`src/pkg/txm_pkg.sv`:
```
// Package for the transmit modulator configuration bank: register offsets,
// field positions, reset values, derived-word widths and completion states.
// Assumes an 8-bit register access path with 6-bit addresses.
package txm_pkg;

   // Register offsets
   localparam logic [5:0] TXM_ADDR_MOD_UPPER  = 6'h13;
   localparam logic [5:0] TXM_ADDR_SPC_MANT   = 6'h14;
   localparam logic [5:0] TXM_ADDR_DEVIATION  = 6'h15;
   localparam logic [5:0] TXM_ADDR_STATE_CFG  = 6'h17;

   // Reset values
   localparam logic [7:0] TXM_RST_MOD_UPPER   = 8'h22;
   localparam logic [7:0] TXM_RST_SPC_MANT    = 8'hF8;
   localparam logic [7:0] TXM_RST_DEVIATION   = 8'h47;
   localparam logic [7:0] TXM_RST_STATE_CFG   = 8'h00;

   // Writable-bit masks; every other bit reads as zero
   localparam logic [7:0] TXM_MASK_MOD_UPPER  = 8'hF3;
   localparam logic [7:0] TXM_MASK_SPC_MANT   = 8'hFF;
   localparam logic [7:0] TXM_MASK_DEVIATION  = 8'h77;
   localparam logic [7:0] TXM_MASK_STATE_CFG  = 8'h03;
   localparam logic [7:0] TXM_READ_ZERO       = 8'h00;

   // Field positions
   localparam int TXM_FEC_BIT      = 7;
   localparam int TXM_PRE_LSB      = 4;
   localparam int TXM_SPC_E_LSB    = 0;
   localparam int TXM_DEV_E_LSB    = 4;
   localparam int TXM_DEV_M_LSB    = 0;
   localparam int TXM_TXOFF_LSB    = 0;

   // Implicit leading ones of the mantissas
   localparam logic [8:0] TXM_SPC_IMPLICIT = 9'h100;
   localparam logic [3:0] TXM_DEV_IMPLICIT = 4'h8;

   // Derived word widths
   localparam int TXM_SPC_W  = 12;
   localparam int TXM_DEV_W  = 11;

   // Minimum preamble byte counts per code
   localparam logic [4:0] TXM_PRE_BYTES_0 = 5'h02;
   localparam logic [4:0] TXM_PRE_BYTES_1 = 5'h03;
   localparam logic [4:0] TXM_PRE_BYTES_2 = 5'h04;
   localparam logic [4:0] TXM_PRE_BYTES_3 = 5'h06;
   localparam logic [4:0] TXM_PRE_BYTES_4 = 5'h08;
   localparam logic [4:0] TXM_PRE_BYTES_5 = 5'h0C;
   localparam logic [4:0] TXM_PRE_BYTES_6 = 5'h10;
   localparam logic [4:0] TXM_PRE_BYTES_7 = 5'h18;

   // Radio state requested after a packet has gone out
   typedef enum logic [1:0] {
      TXM_ST_IDLE     = 2'b00,
      TXM_ST_SYNTH_ON = 2'b01,
      TXM_ST_TX       = 2'b10,
      TXM_ST_RX_UNUSED = 2'b11
   } txm_radio_state_t;

   // Decoded configuration carried as one group
   typedef struct packed {
      logic       error_correction_enable;
      logic [2:0] preamble_code;
      logic [1:0] spacing_exponent;
      logic [7:0] spacing_mantissa;
      logic [2:0] deviation_exponent;
      logic [2:0] deviation_mantissa;
      logic [1:0] tx_completion_state;
   } txm_cfg_t;

endpackage

```
`src/design/txm_config.sv`:
```
// Transmit modulator configuration bank with derived modulator words.
// Assumes register accesses arrive already synchronous to sys_clk_in, one
// byte per cycle, and that the radio controller pulses packet_done_in.
// Derived words follow the registers one cycle later; the carrier word follows the
// registered spacing word, so it settles two cycles after a spacing write.
// Base frequency arrives in the same units as the spacing word, so the carrier is a plain sum.
// The controller should switch msk_mode_in only between packets: the words follow it
// one cycle late, and a mid-packet change would briefly mix the two readings.
// Completion code 11 is left to the host to avoid; it falls back to idle here.
// Operation
// - Error correction enable bit 7 turns on coded, interleaved payload.
// - Preamble code bits 6:4 map to 2,3,4,6,8,12,16,24 bytes.
// - Bits 1:0 of upper modulator register hold the spacing exponent.
// - Spacing mantissa is bits 7:0 with an implicit leading one.
// - Spacing equals (256 + mantissa) shifted by exponent, unsigned.
// - Carrier word is base plus channel index times spacing.
// - FSK deviation mantissa is eight plus the stored three bits.
// - FSK deviation equals (8 + mantissa) shifted by exponent bits 6:4.
// - In MSK the mantissa gives the phase-change fraction of a symbol.
// - After a packet: 00 idle, 01 synth on, 10 restart preamble.
// - State config bits 7:2 are reserved without function.
`timescale 1ns/1ps
module txm_config
   import txm_pkg::*;
#(
   parameter int BASE_W = 26,                              // Base frequency word width
   parameter int CHANNEL_INDEX_W = 8                                // Channel index width
) (
   input  wire logic                    sys_clk_in,        // 50 MHz clock
   input  wire logic                    resetn_in,         // Async reset, low
   input  wire logic [5:0]              reg_addr_in,       // Register address
   input  wire logic                    reg_wr_in,         // Write strobe
   input  wire logic                    reg_rd_in,         // Read strobe
   input  wire logic [7:0]              reg_wdata_in,      // Write data
   output logic      [7:0]              reg_rdata_out,     // Read data, registered
   input  wire logic [BASE_W-1:0]       base_freq_in,      // Base, spacing units
   input  wire logic [CHANNEL_INDEX_W-1:0]       channel_index_in,  // Selected channel
   input  wire logic                    msk_mode_in,       // High when MSK active
   input  wire logic                    packet_done_in,    // Packet fully sent pulse
   output logic                         fec_enable_out,    // Payload coding on
   output logic      [4:0]              preamble_bytes_out,// Minimum preamble bytes
   output logic      [TXM_SPC_W-1:0]    spacing_word_out,  // Spacing, f/2^18 units
   output logic      [BASE_W:0]         carrier_word_out,  // Carrier, f/2^18 units
   output logic      [TXM_DEV_W-1:0]    deviation_word_out,// FSK deviation, f/2^17 units
   output logic      [2:0]              msk_fraction_out,  // MSK phase-change fraction
   output txm_radio_state_t             next_state_out,    // State after packet
   output logic                         next_state_valid_out // One-cycle pulse
);

   // Register storage
   logic [7:0] mod_upper;
   logic [7:0] spc_mant;
   logic [7:0] deviation;
   logic [7:0] state_cfg;
   logic [7:0] next_mod_upper;
   logic [7:0] next_spc_mant;
   logic [7:0] next_deviation;
   logic [7:0] next_state_cfg;
   logic [7:0] next_rdata;

   // Derived words
   txm_cfg_t               cfg;
   logic [4:0]             next_preamble;
   logic [TXM_SPC_W-1:0]   next_spacing;
   logic [BASE_W:0]        next_carrier;
   logic [TXM_DEV_W-1:0]   next_dev;
   logic [2:0]             next_fraction;
   logic                   next_fec;
   txm_radio_state_t       next_after;
   logic                   next_after_valid;

   // Widened mantissas with their implicit leading ones
   logic [TXM_SPC_W-1:0]   spc_base;
   logic [TXM_DEV_W-1:0]   dev_base;

   // Register writes and reads. Reserved bits are masked on the way in, so a
   // read never has to mask again. A read and a write in the same cycle see the
   // old contents, which suits a host that reads before it overwrites.
   // Writes to unmapped offsets fall through every branch and change nothing.
   // Read data is registered and holds until the next read strobe.
   always_comb begin
      next_mod_upper = mod_upper;
      next_spc_mant  = spc_mant;
      next_deviation = deviation;
      next_state_cfg = state_cfg;
      next_rdata     = reg_rdata_out;
      // Only the writable bits of each byte are stored
      if (reg_wr_in) begin
         if (reg_addr_in == TXM_ADDR_MOD_UPPER) begin
            next_mod_upper = reg_wdata_in & TXM_MASK_MOD_UPPER;
         end else if (reg_addr_in == TXM_ADDR_SPC_MANT) begin
            next_spc_mant = reg_wdata_in & TXM_MASK_SPC_MANT;
         end else if (reg_addr_in == TXM_ADDR_DEVIATION) begin
            next_deviation = reg_wdata_in & TXM_MASK_DEVIATION;
         end else if (reg_addr_in == TXM_ADDR_STATE_CFG) begin
            next_state_cfg = reg_wdata_in & TXM_MASK_STATE_CFG;
         end
      end
      // Unmapped offsets read as zero rather than echoing stale data
      if (reg_rd_in) begin
         if (reg_addr_in == TXM_ADDR_MOD_UPPER) begin
            next_rdata = mod_upper;
         end else if (reg_addr_in == TXM_ADDR_SPC_MANT) begin
            next_rdata = spc_mant;
         end else if (reg_addr_in == TXM_ADDR_DEVIATION) begin
            next_rdata = deviation;
         end else if (reg_addr_in == TXM_ADDR_STATE_CFG) begin
            next_rdata = state_cfg;
         end else begin
            next_rdata = TXM_READ_ZERO;                           // Unmapped reads zero
         end
      end
   end

   // Register bank and read data; reset loads the power-on defaults
   // Only constants appear in the reset branch, so reset never races a write
   always_ff @(posedge sys_clk_in or negedge resetn_in) begin
      if (!resetn_in) begin
         mod_upper     <= TXM_RST_MOD_UPPER;
         spc_mant      <= TXM_RST_SPC_MANT;
         deviation     <= TXM_RST_DEVIATION;
         state_cfg     <= TXM_RST_STATE_CFG;
         reg_rdata_out <= TXM_READ_ZERO;
      end else begin
         mod_upper     <= next_mod_upper;
         spc_mant      <= next_spc_mant;
         deviation     <= next_deviation;
         state_cfg     <= next_state_cfg;
         reg_rdata_out <= next_rdata;
      end
   end

   // Field extraction: each field is a fixed slice of its register, so the
   // derived words below never see the reserved positions
   assign cfg.error_correction_enable = mod_upper[TXM_FEC_BIT];
   assign cfg.preamble_code           = mod_upper[TXM_PRE_LSB +: 3];
   assign cfg.spacing_exponent        = mod_upper[TXM_SPC_E_LSB +: 2];
   assign cfg.spacing_mantissa        = spc_mant;
   assign cfg.deviation_exponent      = deviation[TXM_DEV_E_LSB +: 3];
   assign cfg.deviation_mantissa      = deviation[TXM_DEV_M_LSB +: 3];
   assign cfg.tx_completion_state     = state_cfg[TXM_TXOFF_LSB +: 2];

   // Derived modulator words, computed from the stored fields (the carrier from the base, channel and spacing word) and then
   // registered. Exponents are plain left shifts, so every word is exact and
   // no rounding is ever applied.
   always_comb begin
      next_fec = cfg.error_correction_enable;
      case (cfg.preamble_code)
         3'h0: next_preamble = TXM_PRE_BYTES_0;
         3'h1: next_preamble = TXM_PRE_BYTES_1;
         3'h2: next_preamble = TXM_PRE_BYTES_2;
         3'h3: next_preamble = TXM_PRE_BYTES_3;
         3'h4: next_preamble = TXM_PRE_BYTES_4;
         3'h5: next_preamble = TXM_PRE_BYTES_5;
         3'h6: next_preamble = TXM_PRE_BYTES_6;
         default: next_preamble = TXM_PRE_BYTES_7;                            // Code 7, longest preamble
      endcase

      // Implicit one above the stored mantissa, widened before the shift so the
      // top bits of the widest spacing are kept
      spc_base     = TXM_SPC_W'(TXM_SPC_IMPLICIT | {1'b0, cfg.spacing_mantissa});
      next_spacing = spc_base << cfg.spacing_exponent;

      // Product formed at full carrier width; the registered spacing word keeps the
      // multiplier operand settled, at the cost of one more cycle of lag
      next_carrier = (BASE_W+1)'(base_freq_in)
                   + ((BASE_W+1)'(channel_index_in) * (BASE_W+1)'(spacing_word_out));

      // Deviation mantissa also carries an implicit one; in MSK the same bits are
      // a phase-change fraction, so the deviation word is parked at zero
      dev_base = TXM_DEV_W'(TXM_DEV_IMPLICIT | {1'b0, cfg.deviation_mantissa});
      if (msk_mode_in) begin
         next_dev      = '0;
         next_fraction = cfg.deviation_mantissa;
      end else begin
         next_dev      = dev_base << cfg.deviation_exponent;
         next_fraction = '0;
      end
   end

   // Completion-state selection on packet end. Code 11 asks for a receive state
   // that this transmitter lacks; should a host write it anyway, fall back to idle.
   always_comb begin
      next_after_valid = packet_done_in;
      next_after       = next_state_out;                                      // Held between packets
      if (packet_done_in) begin
         case (cfg.tx_completion_state)
            2'b00:   next_after = TXM_ST_IDLE;
            2'b01:   next_after = TXM_ST_SYNTH_ON;
            2'b10:   next_after = TXM_ST_TX;
            default: next_after = TXM_ST_IDLE;
         endcase
      end
   end

   // Output registers: every derived word and the completion pulse leave
   // from flip-flops, so the controller never sees a combinational glitch
   always_ff @(posedge sys_clk_in or negedge resetn_in) begin
      if (!resetn_in) begin
         fec_enable_out       <= 1'b0;
         preamble_bytes_out   <= TXM_PRE_BYTES_0;
         spacing_word_out     <= '0;
         carrier_word_out     <= '0;
         deviation_word_out   <= '0;
         msk_fraction_out     <= '0;
         next_state_out       <= TXM_ST_IDLE;
         next_state_valid_out <= 1'b0;
      end else begin
         fec_enable_out       <= next_fec;
         preamble_bytes_out   <= next_preamble;
         spacing_word_out     <= next_spacing;
         carrier_word_out     <= next_carrier;
         deviation_word_out   <= next_dev;
         msk_fraction_out     <= next_fraction;
         next_state_out       <= next_after;
         next_state_valid_out <= next_after_valid;
      end
   end

endmodule

```
`config.mk`:
```
export PLATFORM = sky130hd
export DESIGN_NAME = txm_config
export DESIGN_NICKNAME = d
export VERILOG_FILES = /design/src/pkg/txm_pkg.sv /design/src/design/txm_config.sv
export SDC_FILE = /design/constraint.sdc
export NUM_CORES = 1
export LEC_CHECK = 0
export BUFFER_PORTS_ARGS = -buffer_cell sky130_fd_sc_hd__buf_2
export CAP_MARGIN = 20
export CORE_ASPECT_RATIO = 1.4
export CORE_MARGIN = 5
export CORE_UTILIZATION = 45
export DETAILED_ROUTE_END_ITERATION = 7
export GPL_ROUTABILITY_DRIVEN = 0
export GPL_TIMING_DRIVEN = 1
export PLACE_DENSITY = 0.66
export SKIP_LAST_GASP = 1
export SLEW_MARGIN = 15
export SYNTH_ARGS = -nofsm -noshare
export SYNTH_HDL_FRONTEND = slang
export SYNTH_SLANG_ARGS = --single-unit
```
`constraint.sdc`:
```
create_clock -name sys_clk_in -period 5.95 [get_ports sys_clk_in]
set_input_delay 0.8925 -clock sys_clk_in [delete_from_list [all_inputs] [get_ports sys_clk_in]]
set_output_delay 0.8925 -clock sys_clk_in [all_outputs]
set_load 0.01 [all_outputs]
```
==> impl_metrics.toml <==
[status]
run_status = "finished, final reports clean"

[power]
pwr-share-seq = 0.244
peakVddDrop_v = 0.0003418
power.density_nw_per_um2 = 436.7
internal-power_w = 0.002018
p_sw_w = 0.001620
p_sw_frac = 0.4452
leakage_nw = 4.316
p_clk_frac = 0.150
combPwrFrac = 0.606

[place]
dp_hpwl_mm = 13.27
dpl-instance-area_um2 = 8053
port_buffers = 123

[final_layout]
drive_gt1_frac = 0.2354
multi_input_area_um2 = 4362
fin_area_um2 = 8330
fillers = 1510
syn_to_final_growth_pct = 14.58
ff_latch_area_um2 = 2317
finalNetCount = 1009
diodes = 0

[clock_tree]
clk_pin_slew_ns = 0.06
cts_hold_buf = 0
cts_setup_buffers = 0
cts_resized = 0
worst_skew_pair.late_latency_ns = 0.35
numCtsBuffers = 9
cts_root_buffer = "clkbuf_16"
clock_sinks = 92
h-tree-depth = 3
cts_buffer_depth = 2
cts_tree = "yes"

[floorplan]
die_area_um2 = 18840
die_y_um = 160.4
rows = 55
core-area_um2 = 16030
io_pins = 124
die_w_um = 117.4
initial_core_util = 0.4535

[synth]
synth_commonest_cells = "133 x inv_1, 80 x dfrtp_1, 78 x fa_1"
yosysTopAreaCellShare = 0.2753
synthCells = 720
synth_cell_types = 59
synth.yosys.seq_area_share = 0.3187
synth_top_cell_by_area = "dfrtp_1"
synth_seq_cells = 92
synth_area_leaders = "dfrtp_1 28%, fa_1 21%, ha_1 7.7%"
synth_edf_count = 0
synth_ff_type = "dfrtp_1"
syn_area_per_cell_um2 = 10.10
synth_area_um2 = 7271
synth_warnings = 0
syn-num-nets = 897
yosysMostFrequentCell = "inv_1"
synthArstFlopShare = 1.000

[timing]
worst_slew_pin_slew_ns = 0.9884
timing.setup.tns_ns = 0
fin_crit_ns = 4.698
grt_setup_unrepaired = "no"
finalHoldViolCount = 0
fmax_ghz = 0.2129
finClkSkew_ns = 0.005827
setup_viol = 0
fin_crit_sh = 0.7895
slew_violations = 0
slew_headroom = 0.3411

[setup_path]
r2r_start = "spacing_word_out[5]"
cp_data_required_time_ns = 6.21
cp.arrival_ns = 4.96
slowest_stage = "fa_1"
criticalPathCategory = "in -> reg"
cp-start-kind = "input port"
crit_top_cell = "fa_1"
slowest_delay_ns = 0.55
crit_family = "adder cells"
startpoint = "channel_index_in[2]"
end_kind = "flop"
crit_buf_inv = 4
crit_path_cell_trace = "buf_2 > nand2_1 > fa_1 > fa_1 > inv_1 > fa_1 > inv_1 > fa_1 > inv_1 > ha_1 > a21o_2 > a31o_2 > o21ai_2 > o211ai_2 > a31oi_1 > xnor2_1"
critical_path.max_fanout = 12

[drt]
ant_nets = 0
dr.pass1.iters = 4
via_count = 5157
dr.first_iter.drc_count = 110
remaining_drc_errors = 0
avgViaCountPerCell = 4.978
routedWlPerCell_um = 15.66
drt_wl_total_mm = 16.22

[grt]
grt_pass1_wl_mm = 27.78
antenna_found_initial = 0
gr-usage-all-layers = 0.1810
grt_busiest_layer = "met2"
met3_usage = 0.03558
grt_max_degree = 76
overflow = 0
grt_pass1_vias = 5629
use_met1 = 0.2006
met2_usage = 0.3326

[hold_path]
hold_path_class = "in -> async"

[run]
maxCapViolCount = 0
-- routing by layer --
layer	share of wire	wire length (µm)	up-vias
met5	0	0	-
met4	0.033	534	0
met3	0.040	646	33
met2	0.55	8951	129
met1	0.38	6089	2507
li1	-	-	2488
-- worst paths after layout --
check | end | depth (start not counted) | slack (ns)
worst min register to register | fec_enable_out | 0 | 0.41
worst min-delay path | carrier_word_out[21] | 1 | 0.41
max in group asynchronous | deviation_word_out[5] | 2 | 4.30
worst max-delay path | carrier_word_out[18] | 16 | 1.25
min in group sys_clk_in | fec_enable_out | 0 | 0.41
worst max register to register | carrier_word_out[18] | 15 | 1.38
-- power groups by stage --
stage	combinational, W	clock (W)	sequential [W]
6_report	0.00221	0.000546	0.000886
5_1_grt	0.00251	0.000593	0.000910
4_1_cts	0.00224	0.000570	0.000889
3_5_place_dp	0.00223	0	0.000899
3_3_place_gp	0.00218	0	0.000897
2_1_floorplan	0.00167	0	0.000915
-- cells by family (layout without fill, tap and decap cells) --
kind of cell	after synthesis	after routing	share of synthesized area
and+or+nand+nor	206	206	0.1468
buffers and inverters	156	273	0.08140
adders and majority gates	123	123	0.2922
DFF	92	92	0.3187
AOI/OAI and AO/OA	86	86	0.07796
muxes	36	36	0.05765
xor gates and xnor gates	21	21	0.02530
-- area by class of cell --
type                       count  area share
tap                          199     0.02989
timing repair buffer         124     0.07510
sequential                    92      0.2782
multi-input combinational    472      0.5236
clock inverter                 5    0.004205
clock buffer                  11     0.02914
inverter                     133     0.05993
-- metrics by stage --
stage               worst slack (ns)    util  hold WS, ns  power [W]  cells
detailed placement            0.8822  0.5022       0.3957   0.003124   1020
global route                   1.039  0.5195       0.4095   0.004015   1036
finish                         1.252  0.5195       0.4055   0.003638   1036
global placement              0.8789  0.5022       0.3923   0.003075   1020
CTS                            1.250  0.5195       0.3991   0.003699   1036
floorplan                      1.107       -       0.3691   0.002583    720
-- placed cells by master (no fill, tap or decap), types with 12 or more instances in the layout --
cell type,instances
inv_1,133
o21ai_0,14
dfrtp_1,80
nor2_1,30
dfstp_2,12
a21oi_1,32
nand2_1,66
mux2_2,26
ha_1,45
buf_2,122
and2_1,61
xnor2_1,14
fa_1,78
-- sequential cells by signal, summed over array words and instances (netlist names) --
signal,flops
carrier_word_out,27
deviation,6
deviation_word_out,11
fec_enable_out,1
mod_upper,6
msk_fraction_out,3
next_state_out,2
next_state_valid_out,1
preamble_bytes_out,5
reg_rdata_out,8
spacing_word_out,12
spc_mant,8
state_cfg,2
No activity file was read; power rests on OpenSTA's default activity.
